===== src/logic/mss_pkg.sv =====
package mss_pkg;
  // ----------------------------------------------------------------
  // Register map (byte addresses on APB)
  // ----------------------------------------------------------------
  localparam logic [7:0] MEM_SIZE_OFFS     = 8'h00;
  localparam logic [7:0] EXP_RAM_SIZE_OFFS = 8'h04;
  localparam logic [7:0] STATUS_OFFS       = 8'h08;
  localparam logic [7:0] ADDR_CHECK_OFFS   = 8'h0c;

  // ----------------------------------------------------------------
  // Reset values and field layout
  // ----------------------------------------------------------------
  localparam logic [7:0] MEM_SIZE_RST      = 8'hcf;
  localparam logic [7:0] EXP_RAM_SIZE_RST  = 8'h0a;
  localparam int         ROM_FIELD_LSB     = 0;
  localparam int         ROM_FIELD_MSB     = 3;
  localparam int         HSRAM_FIELD_LSB   = 5;
  localparam int         HSRAM_FIELD_MSB   = 7;
  localparam logic [2:0] HSRAM_CODE_1K     = 3'h6;

  // ----------------------------------------------------------------
  // Capacity codes
  // ----------------------------------------------------------------
  localparam logic [3:0] ROM_CODE_24K      = 4'h6;
  localparam logic [3:0] ROM_CODE_32K      = 4'h8;
  localparam logic [3:0] ROM_CODE_40K      = 4'ha;
  localparam logic [3:0] ROM_CODE_48K      = 4'hc;
  localparam logic [3:0] ROM_CODE_56K      = 4'he;
  localparam logic [3:0] ROM_CODE_60K      = 4'hf;
  localparam logic [7:0] EXP_RAM_CODE_FULL = 8'h0a;
  localparam logic [7:0] EXP_RAM_CODE_NONE = 8'h0c;

  // ROM limits in bytes (first byte beyond the ROM)
  localparam logic [16:0] ROM_LIMIT_24K    = 17'h06000;
  localparam logic [16:0] ROM_LIMIT_32K    = 17'h08000;
  localparam logic [16:0] ROM_LIMIT_40K    = 17'h0a000;
  localparam logic [16:0] ROM_LIMIT_48K    = 17'h0c000;
  localparam logic [16:0] ROM_LIMIT_56K    = 17'h0e000;
  localparam logic [16:0] ROM_LIMIT_60K    = 17'h0f000;
  localparam logic [10:0] EXP_RAM_BYTES    = 11'h400;
endpackage


===== src/logic/mss_dec_if.sv =====
`timescale 1ns/100ps
// Decoded sizes passed from the register bank to the window check
interface mss_dec_if;
  logic [16:0] rom_limit;
  logic        exp_ram_en;
  logic        rom_code_ok;
  modport bank  (output rom_limit, output exp_ram_en, output rom_code_ok);
  modport check (input rom_limit, input exp_ram_en);
endinterface


===== src/logic/mss_top.sv =====
// Design decisions made here: the register offsets and the APB interface to the registers.
`timescale 1ns/100ps
module mss_top (
  // Clock and reset
  input  wire logic        REF_CLK_I,
  input  wire logic        RST_N_I,
  // APB slave
  input  wire logic        PSEL_I,
  input  wire logic        PENABLE_I,
  input  wire logic        PWRITE_I,
  input  wire logic [7:0]  PADDR_I,
  input  wire logic [31:0] PWDATA_I,
  input  wire logic [3:0]  PSTRB_I,
  output wire logic [31:0] PRDATA_O,
  output wire logic        PREADY_O,
  output wire logic        PSLVERR_O,
  // Memory map state
  output wire logic [16:0] ROM_LIMIT_O,
  output wire logic        EXP_RAM_EN_O
);
  // ----------------------------------------------------------------
  // Registers
  // ----------------------------------------------------------------
  logic [7:0]  mem_size_ff;
  logic [7:0]  nxt_mem_size;
  logic [7:0]  exp_ram_size_ff;
  logic [7:0]  nxt_exp_ram_size;
  logic [15:0] probe_ff;
  logic [15:0] nxt_probe;
  logic        bad_wr_ff;
  logic        nxt_bad_wr;
  logic [31:0] rdata_ff;
  logic [31:0] nxt_rdata;
  logic        rom_hit;
  logic        exp_hit;

  mss_dec_if dec ();

  // ----------------------------------------------------------------
  // Bus decode
  // ----------------------------------------------------------------
  wire logic acc      = PSEL_I && PENABLE_I;
  wire logic wr       = acc && PWRITE_I;
  wire logic sel_mem  = PADDR_I == mss_pkg::MEM_SIZE_OFFS;
  wire logic sel_exp  = PADDR_I == mss_pkg::EXP_RAM_SIZE_OFFS;
  wire logic sel_stat = PADDR_I == mss_pkg::STATUS_OFFS;
  wire logic sel_chk  = PADDR_I == mss_pkg::ADDR_CHECK_OFFS;
  wire logic mapped   = sel_mem || sel_exp || sel_stat || sel_chk;
  wire logic [7:0] wb = PWDATA_I[7:0];

  // Single wait-free answer; unmapped addresses flag an error
  assign PREADY_O  = 1'b1;
  assign PSLVERR_O = acc && !mapped;

  // ----------------------------------------------------------------
  // Write acceptance
  // ----------------------------------------------------------------
  // ROM code check
  wire logic rom_ok = (wb[3:0] == mss_pkg::ROM_CODE_24K) || (wb[3:0] == mss_pkg::ROM_CODE_32K)
                   || (wb[3:0] == mss_pkg::ROM_CODE_40K) || (wb[3:0] == mss_pkg::ROM_CODE_48K)
                   || (wb[3:0] == mss_pkg::ROM_CODE_56K) || (wb[3:0] == mss_pkg::ROM_CODE_60K);
  wire logic ram_ok = (wb[7:5] == mss_pkg::HSRAM_CODE_1K) && !wb[4];
  // Prohibited codes are dropped so the map never reaches an undefined size
  wire logic mem_we = wr && sel_mem && PSTRB_I[0] && rom_ok && ram_ok;
  wire logic exp_ok = (wb == mss_pkg::EXP_RAM_CODE_FULL) || (wb == mss_pkg::EXP_RAM_CODE_NONE);
  wire logic exp_we = wr && sel_exp && PSTRB_I[0] && exp_ok;
  wire logic mem_bad = wr && sel_mem && !(PSTRB_I[0] && rom_ok && ram_ok);
  wire logic exp_bad = wr && sel_exp && !(PSTRB_I[0] && exp_ok);

  // Next values
  assign nxt_mem_size     = mem_we ? wb : mem_size_ff;
  assign nxt_exp_ram_size = exp_we ? wb : exp_ram_size_ff;
  assign nxt_probe        = (wr && sel_chk && PSTRB_I[0] && PSTRB_I[1]) ? PWDATA_I[15:0]
                                                                        : probe_ff;
  // Sticky until the status register is written
  assign nxt_bad_wr       = (mem_bad || exp_bad) ? 1'b1 : ((wr && sel_stat) ? 1'b0 : bad_wr_ff);

  // ----------------------------------------------------------------
  // Read mux
  // ----------------------------------------------------------------
  // read back
  wire logic [31:0] rd_mem  = {24'h000000, mem_size_ff};
  wire logic [31:0] rd_exp  = {24'h000000, exp_ram_size_ff};
  wire logic [31:0] rd_stat = {29'h00000000, bad_wr_ff, dec.exp_ram_en, dec.rom_code_ok};
  wire logic [31:0] rd_chk  = {14'h0000, exp_hit, rom_hit, probe_ff};
  assign nxt_rdata = (!PSEL_I || PENABLE_I || PWRITE_I) ? rdata_ff :
                     sel_mem  ? rd_mem  :
                     sel_exp  ? rd_exp  :
                     sel_stat ? rd_stat :
                     sel_chk  ? rd_chk  : 32'h00000000;
  assign PRDATA_O = rdata_ff;

  // ----------------------------------------------------------------
  // State registers
  // ----------------------------------------------------------------
  // reset CFH for memory size, 0AH for expansion RAM size, zero for the rest
  always_ff @(posedge REF_CLK_I or negedge RST_N_I) begin
    if (!RST_N_I) begin
      mem_size_ff     <= mss_pkg::MEM_SIZE_RST;
      exp_ram_size_ff <= mss_pkg::EXP_RAM_SIZE_RST;
      probe_ff        <= 16'h0000;
      bad_wr_ff       <= 1'b0;
      rdata_ff        <= 32'h00000000;
    end else begin
      mem_size_ff     <= nxt_mem_size;
      exp_ram_size_ff <= nxt_exp_ram_size;
      probe_ff        <= nxt_probe;
      bad_wr_ff       <= nxt_bad_wr;
      rdata_ff        <= nxt_rdata;
    end
  end

  // ----------------------------------------------------------------
  // Size decode
  // ----------------------------------------------------------------
  wire logic [3:0] rom_code = mem_size_ff[mss_pkg::ROM_FIELD_MSB:mss_pkg::ROM_FIELD_LSB];
  assign dec.rom_limit =
    (rom_code == mss_pkg::ROM_CODE_24K) ? mss_pkg::ROM_LIMIT_24K :
    (rom_code == mss_pkg::ROM_CODE_32K) ? mss_pkg::ROM_LIMIT_32K :
    (rom_code == mss_pkg::ROM_CODE_40K) ? mss_pkg::ROM_LIMIT_40K :
    (rom_code == mss_pkg::ROM_CODE_48K) ? mss_pkg::ROM_LIMIT_48K :
    (rom_code == mss_pkg::ROM_CODE_56K) ? mss_pkg::ROM_LIMIT_56K : mss_pkg::ROM_LIMIT_60K;
  assign dec.rom_code_ok = mem_size_ff[mss_pkg::HSRAM_FIELD_MSB:mss_pkg::HSRAM_FIELD_LSB]
                           == mss_pkg::HSRAM_CODE_1K;
  assign dec.exp_ram_en = exp_ram_size_ff != mss_pkg::EXP_RAM_CODE_NONE;

  assign ROM_LIMIT_O  = dec.rom_limit;
  assign EXP_RAM_EN_O = dec.exp_ram_en;

  // ----------------------------------------------------------------
  // Window check on the probe address
  // ----------------------------------------------------------------
  mss_window u_window (
    .dec           (dec.check),
    .addr_i        (probe_ff),
    .rom_hit_o     (rom_hit),
    .exp_ram_hit_o (exp_hit)
  );
endmodule


===== src/logic/mss_window.sv =====
`timescale 1ns/100ps
// ------------------------------------------------------------------
// Address window check for ROM and expansion RAM
// ------------------------------------------------------------------
module mss_window #(
  parameter logic [15:0] EXP_RAM_BASE = 16'hf000
) (
  // Size information
  mss_dec_if.check    dec,
  // Probe address
  input  wire logic [15:0] addr_i,
  output wire logic        rom_hit_o,
  output wire logic        exp_ram_hit_o
);
  wire logic [16:0] addr_ext = {1'b0, addr_i};
  wire logic [16:0] exp_top  = {1'b0, EXP_RAM_BASE} + {6'h00, mss_pkg::EXP_RAM_BYTES};

  assign rom_hit_o     = addr_ext < dec.rom_limit;
  assign exp_ram_hit_o = dec.exp_ram_en && (addr_ext >= {1'b0, EXP_RAM_BASE})
                         && (addr_ext < exp_top);
endmodule


===== config.mk =====
export PLATFORM = sky130hd
export DESIGN_NAME = mss_top
export DESIGN_NICKNAME = d
export VERILOG_FILES = /design/src/logic/mss_pkg.sv /design/src/logic/mss_dec_if.sv /design/src/logic/mss_top.sv /design/src/logic/mss_window.sv
export SDC_FILE = /design/constraint.sdc
export NUM_CORES = 1
export LEC_CHECK = 0
export ABC_AREA = 1
export BUFFER_PORTS_ARGS = -buffer_cell sky130_fd_sc_hd__buf_4
export CAP_MARGIN = 5
export CORE_UTILIZATION = 54
export DETAILED_ROUTE_END_ITERATION = 10
export PLACE_DENSITY_LB_ADDON = 0.05
export SLEW_MARGIN = 20
export SYNTH_ARGS = -nofsm -noshare
export SYNTH_HDL_FRONTEND = slang
export SYNTH_SLANG_ARGS = --single-unit
export TNS_END_PERCENT = 1

===== constraint.sdc =====
create_clock -name REF_CLK_I -period 3.5 [get_ports REF_CLK_I]
set_input_delay 1.05 -clock REF_CLK_I [delete_from_list [all_inputs] [get_ports REF_CLK_I]]
set_output_delay 1.05 -clock REF_CLK_I [all_outputs]
set_load 0.005 [all_outputs]

==> results of run 1 <==
[per-stage QoR]
stage	hold slack (ns)	power (mW)	instance area [um2]	setup WS (ns)
2_1_floorplan	0.440	0.679	2890	0.686
3_3_place_gp	0.451	0.714	3150	0.392
3_5_place_dp	0.461	0.716	3150	0.364
4_1_cts	0.475	1.09	3250	0.360
5_1_grt	0.499	1.13	3250	0.261
6_report	0.475	1.08	3250	0.331
[cell usage after synthesis]
cell and n:
buf_6 1, nor2_4 3, conb_1 2, clkbuf_1 2
nor2_2 3, o21ai_2 4, nor4_1 2, buf_4 29
nor3_1 5, o31ai_1 1, o21ai_0 12, nand2_1 95
nand3_4 1, a21oi_1 4, dfrtp_1 43, a31oi_1 3
nor2_8 1, nand3_2 2, nor3_4 1, nand4_1 6
dfstp_2 8, or2_2 3, o21ai_1 10, nand3_1 23
inv_1 52, inv_2 4, nand4_2 1, nor2_1 17
buf_2 5, ha_1 3, nand2_2 5
[critical path, delay by kind of cell]
kind	cells	cell delay [ns]
buffers and inverters	3	0.29
and+or+nand+nor	5	0.77
[sequential cells by signal, summed over array words and instances (netlist names)]
| name | flops |
|---|---|
| probe_ff | 16 |
| mem_size_ff | 8 |
| bad_wr_ff | 1 |
| PRDATA_O | 18 |
| exp_ram_size_ff | 8 |
[how the worst max path moves through the flow]
stage,endpoint,startpoint
after floorplan,PSLVERR_O,PADDR_I[0]
after global placement,PSLVERR_O,PADDR_I[0]
after detailed placement,PSLVERR_O,PADDR_I[0]
after CTS,PSLVERR_O,PADDR_I[0]
after global routing,PSLVERR_O,PADDR_I[1]
final,PSLVERR_O,PADDR_I[0]
[cell usage in the layout (no fill, tap or decap), types with 3 or more instances in the layout]
cell / synthesis / final
a31oi_1: 3 / 3
clkbuf_8: 0 / 7
inv_1: 52 / 52
nor2_2: 3 / 3
o21ai_0: 12 / 12
buf_4: 29 / 58
nand3_1: 23 / 23
dfstp_2: 8 / 8
o21ai_2: 4 / 4
o21ai_1: 10 / 10
nor3_1: 5 / 5
ha_1: 3 / 3
conb_1: 2 / 28
a21oi_1: 4 / 4
inv_2: 4 / 4
nand4_1: 6 / 6
nand2_2: 5 / 5
nor2_1: 17 / 17
nand2_1: 95 / 95
dfrtp_1: 43 / 43
nor2_4: 3 / 3
or2_2: 3 / 3
[cell type report]
cell class / count / area, um2 / share of cell area [%]
Inverter: 56 / 210 / 6.46
Timing Repair Buffer: 58 / 435 / 13.4
Clock inverter: 1 / 7.51 / 0.231
Tap cell: 67 / 83.8 / 2.58
Multi-Input combinational cell: 233 / 1130 / 34.8
Sequential cell: 51 / 1290 / 39.5
Clock buffer: 7 / 96.3 / 2.96
[per-layer routing]
layer  GRT usage [%]  wire length (um)  vias to the layer above  part of all wire (%)
met2            38.5              2740                       65                    48
met4            6.84                80                        0                   1.4
met1            30.6              2670                     1038                    47
met5               0                 0                        -                     0
li1                -                 -                     1137                     -
met3            4.20               201                        8                   3.5
[power by group through the flow]
stage | Sequential (mW) | Clock [mW] | Combinational (mW)
finish | 0.600 | 0.374 | 0.104
global route | 0.601 | 0.405 | 0.119
CTS | 0.600 | 0.382 | 0.105
detailed placement | 0.611 | 0 | 0.105
global placement | 0.611 | 0 | 0.103
floorplan | 0.612 | 0 | 0.0668
[kinds of logic (layout without fill, tap and decap cells)]
kind of cell	count (synthesis)	after routing	share of synthesized area (%)
AOI/OAI and AO/OA	34	34	6.85
adders and majority gates	3	3	1.34
buffers and inverters	93	122	16.9
DFF	51	51	46.0
other	2	28	0.269
and+or+nand+nor	168	168	28.6
==> reports/qor.yml, run 1 <==
pwr:
  swShare_pct: 23.8
  leakage_nw: 1.82
  p_sw_mw: 0.257
  combinationalPowerShare_pct: 9.6
  intPower_mw: 0.821
  p_seq_share_pct: 55.7
  powerDensity_nw_per_um2: 331
  ir_drop_uv: 314
  power_frac_clock_pct: 34.7
global_route:
  grtUsageTotal_pct: 23.0
  grt_max_degree: 52
  antenna_found_initial: 0
  grt_pass1_wl_um: 9450
  grt_overflow: 0
  grt_pass1_vias: 2089
yosys:
  ys_seq_area_share_pct: 46.0
  synth_top_area_share_pct: 38.5
  synth.distinct_cells: 31
  postSynthAreaPerCell_um2: 7.96
  yosysWarnings: 0
  synth_area_um2: 2790
  synth-seq-cells: 51
  synth_top_area_cell: "dfrtp_1"
  synthTopCellsByArea: "dfrtp_1, nand2_1, buf_4, dfstp_2, inv_1"
  syn_inst: 351
clock_network:
  clk_latency_ns: 0.31
  holdBufCountCts: 0
  cts.sinks: 51
  clkTransAtPathRegs_ns: 0.09
  cts_max_level: 2
  cts_tree: "yes"
  clock_path_buffers: 2
  numCtsBuffers: 5
  cts_resized: 0
  cts_setup_buffers: 0
  cts_root_buf: "clkbuf_8"
flow_run:
  maxCapViolations: 0
worst_setup_path:
  crit_chain: "buf_4 -> inv_1 -> nand2_1 -> nor2_1 -> nand2_1 -> nor2_1 -> nor4_1 -> buf_4"
  regToRegEndpoint: "PRDATA_O[16]"
  worstReg2RegStart: "mem_size_ff[3]"
  cp_data_required_time_ns: 2.45
  critPathLaunchType: "input pin"
  r2r_setup_slack_ns: 2.00
  worstRegToRegCells: 8
  arrival_ns: 2.12
  cp-end-kind: "primary output"
  max_stage_delay_ns: 0.33
  critPathMaxFanout: 4
  cpMaxStageDelayCell: "nor4_1"
  critPathKind: "input pin to primary output"
route:
  vias: 2248
  viasPerCell: 4.75
  wire_per_inst_um: 12.0
  ant_nets: 0
  firstDrtPassIters: 4
  drtIter0Drc: 102
  drc: 0
  wl_um: 5690
final_layout:
  fin_cells: 473
  drive_above_1_share_pct: 25.1
  fin_util_pct: 67.1
  fin_nets: 457
  num_antenna_cells: 0
  fillers: 464
  synthToLayoutAreaGrowth_pct: 16.4
sta:
  fin_crit_ns: 3.17
  slew_viol_final: 0
  setup_violations: 0
  tns_ns: 0
  skew_ns: 0.00540
  relSlewSlack_pct: 58.2
  worst_pin_slew_ns: 0.627
  max_freq_ghz: 0.316
  period_share_pct: 90.5
  finalHoldViolCount: 0
  rsz0062_at_grt: "no"
floorplanning:
  fp.dieH_um: 73.9
  dieArea_um2: 5470
  fp.dieW_um: 73.9
  rows: 25
  pin_count: 101
  fp.coreArea_um2: 4850
  start_util_pct: 57.6
placement:
  gp_congestion: 0.780
  dpl.cell_count: 465
  place_hpwl_um: 4310
  port_buffers: 54
min_path:
  hp-start: "exp_ram_size_ff[3]"
  hp-class: "flop to flop"
  min_path_cells: 2
  min_to: "exp_ram_size_ff[3]"
run_status:
  outcome: "finished, final reports clean"
No activity file was read; power rests on OpenSTA's default activity.
==> run 2, diff against run 1 <==
--- a/config.mk
+++ b/config.mk
@@ -8,6 +8,7 @@
 export ABC_AREA = 1
 export BUFFER_PORTS_ARGS = -buffer_cell sky130_fd_sc_hd__buf_4
 export CAP_MARGIN = 5
+export CORE_MARGIN = 5
 export CORE_UTILIZATION = 54
 export DETAILED_ROUTE_END_ITERATION = 10
 export PLACE_DENSITY_LB_ADDON = 0.05
==> run 2 against run 1 <==
Die area up 23%. Sequential power about the same. Count of clock-buffer cells in the layout decreased by 2. Power down 3.0%. Hold slack better by 0.0058 ns. Fmax is 0.77% higher. Critical path depth did not move. Largest power group unchanged. Highest routed layer unchanged.
==> reports/qor.yml, run 2 (synthesis results as in run 1) <==
clock_network:
  cts_setup_buffers: 0  # unchanged
  numCtsBuffers: 5  # unchanged
  cts_root_buf: "clkbuf_8"
  holdBufCountCts: 0  # unchanged
  cts.sinks: 51  # unchanged
  cts_max_level: 2  # unchanged
  clkTransAtPathRegs_ns: 0.09  # about the same
  cts_resized: 0  # unchanged
  cts_tree: "yes"
  clock_path_buffers: 2  # unchanged
  clk_latency_ns: 0.30  # about the same
worst_setup_path:
  critPathLaunchType: "input pin"
  max_stage_delay_ns: 0.30  # -0.03 ns
  arrival_ns: 2.09  # -0.03 ns
  cp_num_buf_inv: 3  # unchanged
  path_delay_family: "simple AND/OR/NAND/NOR gates"
  cpMaxStageDelayCell: "nor4_1"
  critPathKind: "input pin to primary output"
  crit_chain: "buf_4 -> inv_1 -> nand2_1 -> nor2_1 -> nand2_1 -> nor2_1 -> nor4_1 -> buf_4"
  cp_data_required_time_ns: 2.45  # about the same
  cp-end-kind: "primary output"
  critPathMaxFanout: 4  # unchanged
floorplanning:
  fp.dieH_um: 81.9  # +11%
  pin_count: 101  # unchanged
  dieArea_um2: 6710  # +23%
  fp.coreArea_um2: 5070  # +4.7%
  fp.dieW_um: 81.9  # +11%
  start_util_pct: 55.1  # -2.6 points
  rows: 26  # +4.0%
global_route:
  grtUsageTotal_pct: 19.7  # -3.3 points
  grt_pass1_vias: 2280  # +9.1%
  grt_max_degree: 52  # unchanged
  antenna_found_initial: 0  # unchanged
  grt_pass1_wl_um: 10000  # +6.0%
  grt_overflow: 0  # unchanged
route:
  vias: 2263  # +0.67%
  wl_um: 5930  # +4.2%
  drc: 0  # unchanged
  drtIter0Drc: 128  # +25%
  wire_per_inst_um: 12.5  # +3.5%
  viasPerCell: 4.75  # about the same
  ant_nets: 0  # unchanged
  firstDrtPassIters: 4  # unchanged
final_layout:
  mostFrequentLayoutCells: "nand2_1, buf_4, inv_1"
  fillers: 472  # +1.7%
  num_antenna_cells: 0  # unchanged
  drive_above_1_share_pct: 25.1  # unchanged
  fin_nets: 457  # unchanged
  largest_reg_flops: 18  # unchanged
  layout_commonest_cell: "nand2_1"
  fin_cells: 476  # +0.63%
  finalInstanceArea_um2: 3240  # -0.38%
  synthToLayoutAreaGrowth_pct: 16.0
placement:
  place_hpwl_um: 4530  # +5.0%
  port_buffers: 54  # unchanged
  gp_congestion: 0.806  # +3.4%
  placed_area_um2: 3150  # +0.12%
  dpl.cell_count: 468  # +0.65%
sta:
  skew_ns: 0.00344  # -0.00196 ns
  relSlewSlack_pct: 57.8  # -0.41 points
  slew_viol_final: 0  # unchanged
  tns_ns: 0  # unchanged
  hold_ws_ns: 0.481  # +0.00579 ns
  finalHoldViolCount: 0  # unchanged
  fin_crit_ns: 3.14  # -0.0243 ns
  rsz0062_at_grt: "no"
  period_share_pct: 89.8  # -0.69 points
  max_freq_ghz: 0.318  # +0.77%
  worst_pin_slew_ns: 0.634  # +0.00617 ns
  setup_violations: 0  # unchanged
min_path:
  hp-class: "flop to flop"
pwr:
  ir_drop_uv: 160  # -49%
  leakage_nw: 1.82  # -0.12%
  powerDensity_nw_per_um2: 322  # -2.7%
run_status:
  outcome: "finished, final reports clean"
flow_run:
  maxCapViolations: 0  # unchanged
## run 2: cell type report
class / count / area, um2 / area share [%]
Multi-Input combinational cell: 233 / 1130 / 35.0
Clock buffer: 5 / 68.8 / 2.12
Timing Repair Buffer: 58 / 435 / 13.4
Clock inverter: 3 / 18.8 / 0.579
Sequential cell: 51 / 1290 / 39.7
Inverter: 56 / 210 / 6.49
Tap cell: 70 / 87.6 / 2.70
## run 2: path summary, 6_finish.rpt
| path | cells after the start | slack, ns | start | to |
|---|---|---|---|---|
| min in group asynchronous | 1 | 0.76 | RST_N_I | bad_wr_ff |
| worst max-delay path | 8 | 0.36 | PADDR_I[0] | PSLVERR_O |
| worst min register to register | 2 | 0.48 | exp_ram_size_ff[3] | exp_ram_size_ff[3] |
| worst min-delay path | 2 | 0.48 | exp_ram_size_ff[3] | exp_ram_size_ff[3] |
| max in group asynchronous | 1 | 2.32 | RST_N_I | exp_ram_size_ff[5] |
| worst max register to register | 7 | 1.98 | mem_size_ff[0] | PRDATA_O[16] |
## run 2: metal layers
metal | GRT usage [%] | wire (um) | vias up
li1 | - | - | 1142
met1 | 25.1 | 2570 | 1032
met2 | 32.5 | 2830 | 78
met3 | 4.28 | 391 | 11
met4 | 8.31 | 139 | 0
met5 | 0 | 0 | -
## run 2: per-stage QoR
stage | setup WS [ns] | utilization (%) | power (mW)
2_1_floorplan | 0.686 | - | 0.679
3_3_place_gp | 0.354 | 62.1 | 0.715
3_5_place_dp | 0.353 | 62.1 | 0.717
4_1_cts | 0.350 | 63.9 | 1.06
5_1_grt | 0.250 | 63.9 | 1.10
6_report | 0.355 | 63.9 | 1.05
## run 2: worst register-to-register path, cell delays in order, from the launching register on
cell and delay [ns]:
dfstp_2 0.58, nor2_1 0.05, nand2_1 0.10, inv_1 0.06
ha_1 0.30, a21oi_1 0.13, nand4_1 0.15, nand2_1 0.09
## run 2: where the power goes
part           switching [mW]  internal [mW]
Clock                   0.199          0.141
Sequential            0.00337          0.597
Combinational          0.0604         0.0446
==> run 3, diff against run 2 <==
--- a/config.mk
+++ b/config.mk
@@ -11,7 +11,7 @@
 export CORE_MARGIN = 5
 export CORE_UTILIZATION = 54
 export DETAILED_ROUTE_END_ITERATION = 10
-export PLACE_DENSITY_LB_ADDON = 0.05
+export PLACE_DENSITY_LB_ADDON = 0.2
 export SLEW_MARGIN = 20
 export SYNTH_ARGS = -nofsm -noshare
 export SYNTH_HDL_FRONTEND = slang
==> constraint.sdc (replaced) <==
create_clock -name REF_CLK_I -period 3.9 [get_ports REF_CLK_I]
set_input_delay 1.17 -clock REF_CLK_I [delete_from_list [all_inputs] [get_ports REF_CLK_I]]
set_output_delay 1.17 -clock REF_CLK_I [all_outputs]
set_load 0.005 [all_outputs]
==> run 3 against run 2 <==
Routed wire length shrank 0.49%. Non-clock buffer count decreased by 1. Die area unchanged. Cell count decreased by 0.21%. Highest routed layer unchanged.
==> reports/qor.yml, run 3 (synthesis results as in run 1) <==
placement:
  gp_congestion: 0.805  # -0.17%
  place_hpwl_um: 4450  # -1.8%
  placed_area_um2: 3150  # -0.24%
  port_buffers: 54  # unchanged
  dp_slack_ns: 0.546  # +0.193 ns
final_layout:
  finalInstanceArea_um2: 3240  # about the same
  fin_nets: 456  # -0.22%
  fin_util_pct: 63.9  # about the same
  num_antenna_cells: 0  # unchanged
  mostFrequentLayoutCells: "nand2_1, buf_4, inv_1"
  largest_reg_flops: 18  # unchanged
  layout_commonest_cell: "nand2_1"
  drive_above_1_share_pct: 24.9  # -0.18 points
  synthToLayoutAreaGrowth_pct: 16.1  # about the same
floorplanning:
  fp.dieH_um: 81.9  # unchanged
  rows: 26  # unchanged
  start_util_pct: 55.1  # unchanged
  pin_count: 101  # unchanged
  fp.coreArea_um2: 5070  # unchanged
  fp.dieW_um: 81.9  # unchanged
  dieArea_um2: 6710  # unchanged
pwr:
  ir_drop_uv: 138  # -13%
  leakage_nw: 1.81  # -0.12%
  power_frac_clock_pct: 34.1  # +1.5 points
  p_seq_share_pct: 56.2  # -1.2 points
  swShare_pct: 26.0  # +0.89 points
  combinationalPowerShare_pct: 9.7  # -0.3 points
  p_sw_mw: 0.250  # -5.1%
  powerDensity_nw_per_um2: 295  # -8.4%
  intPower_mw: 0.709  # -9.4%
run_status:
  outcome: "finished, final reports clean"
worst_setup_path:
  critPathLaunchType: "input pin"
  critPathMaxFanout: 4  # unchanged
  critPathKind: "input pin to primary output"
  cp-end-kind: "primary output"
  cp_data_required_time_ns: 2.73  # +0.28 ns
  arrival_ns: 2.16  # +0.07 ns
  worstRegToRegCells: 9  # +2
route:
  wire_per_inst_um: 12.4  # -0.28%
  firstDrtPassIters: 4  # unchanged
  vias: 2246  # -0.75%
  viasPerCell: 4.73  # -0.54%
  drc: 0  # unchanged
  wl_um: 5900  # -0.49%
  ant_nets: 0  # unchanged
  drtIter0Drc: 170  # +33%
sta:
  relSlewSlack_pct: 47.3  # -10 points
  finalHoldViolCount: 0  # unchanged
  period_share_pct: 85.3
  finalWorstSetupSlack_ns: 0.572  # +0.217 ns
  slew_viol_final: 0  # unchanged
  max_freq_ghz: 0.301
  setup_violations: 0  # unchanged
  fin_crit_ns: 3.33
  hold_ws_ns: 0.476  # -0.00497 ns
  tns_ns: 0  # unchanged
  skew_ns: 0.00406  # +0.000624 ns
  rsz0062_at_grt: "no"
  worst_pin_slew_ns: 0.789  # +0.155 ns
global_route:
  grt_overflow: 0  # unchanged
  grt_pass1_wl_um: 9760  # -2.5%
  grt_max_degree: 52  # unchanged
  grtUsageTotal_pct: 19.1  # -0.64 points
  grt_pass1_vias: 2069  # -9.3%
  antenna_found_initial: 0  # unchanged
clock_network:
  cts_resized: 0  # unchanged
  cts_setup_buffers: 0  # unchanged
  cts_tree: "yes"
  clk_latency_ns: 0.31  # about the same
  cts.sinks: 51  # unchanged
  cts_max_level: 2  # unchanged
  clkTransAtPathRegs_ns: 0.10  # about the same
  clock_path_buffers: 2  # unchanged
  cts_root_buf: "clkbuf_8"
  holdBufCountCts: 0  # unchanged
  numCtsBuffers: 5  # unchanged
min_path:
  min_path_cells: 2  # unchanged
  hp-class: "flop to flop"
flow_run:
  maxCapViolations: 0  # unchanged
-- run 3: changes by cell type in the layout (fill, tap and decap cells not counted), sizes merged --
| cell | previous run | this run |
|---|---|---|
| buf | 58 | 57 |
-- run 3: path summary, 6_finish.rpt --
kind / start / to / slack [ns]
max: PADDR_I[0] / PSLVERR_O / 0.57
min: exp_ram_size_ff[3] / exp_ram_size_ff[3] / 0.48
max reg2reg: mem_size_ff[3] / PRDATA_O[16] / 2.40
min reg2reg: exp_ram_size_ff[3] / exp_ram_size_ff[3] / 0.48
max in group asynchronous: RST_N_I / probe_ff[9] / 2.61
min in group asynchronous: RST_N_I / bad_wr_ff / 0.87
-- run 3: layer usage --
metal	part of all wire, %	vias up	wire length, um	track usage, %
met5	0	-	0	0
li1	-	1139	-	-
met3	6.0	6	353	4.06
met1	43	1033	2560	25.2
met2	49	68	2920	31.3
met4	1.2	0	69	6.15
-- run 3: power groups by stage --
stage | clock network, mW | logic [mW] | registers [mW]
3_5_place_dp | 0 | 0.0937 | 0.549
4_1_cts | 0.335 | 0.0939 | 0.539
2_1_floorplan | 0 | 0.0600 | 0.549
6_report | 0.327 | 0.0927 | 0.538
3_3_place_gp | 0 | 0.0929 | 0.548
5_1_grt | 0.360 | 0.106 | 0.539
-- run 3: final cells by class --
| type | count | area (um2) |
|---|---|---|
| clock buffers | 5 | 68.8 |
| repair buffers | 57 | 428 |
| inverters | 56 | 210 |
| well taps | 70 | 87.6 |
| clock inverters | 3 | 28.8 |
| flip-flops and latches | 51 | 1290 |
| fillers | 480 | 1830 |
| multi-input cells | 233 | 1130 |
-- run 3: through the flow --
stage | cells | power [mW]
2_1_floorplan | 377 | 0.609
3_3_place_gp | 467 | 0.641
3_5_place_dp | 467 | 0.642
4_1_cts | 475 | 0.968
5_1_grt | 475 | 1.01
6_report | 475 | 0.958
-- run 3: worst max-delay path: stages --
cell     delay, ns
buf_4         0.09
inv_1         0.03
nand2_1       0.19
nor2_1        0.06
nand2_1       0.08
nor2_1        0.08
nor4_1        0.29
buf_4         0.16
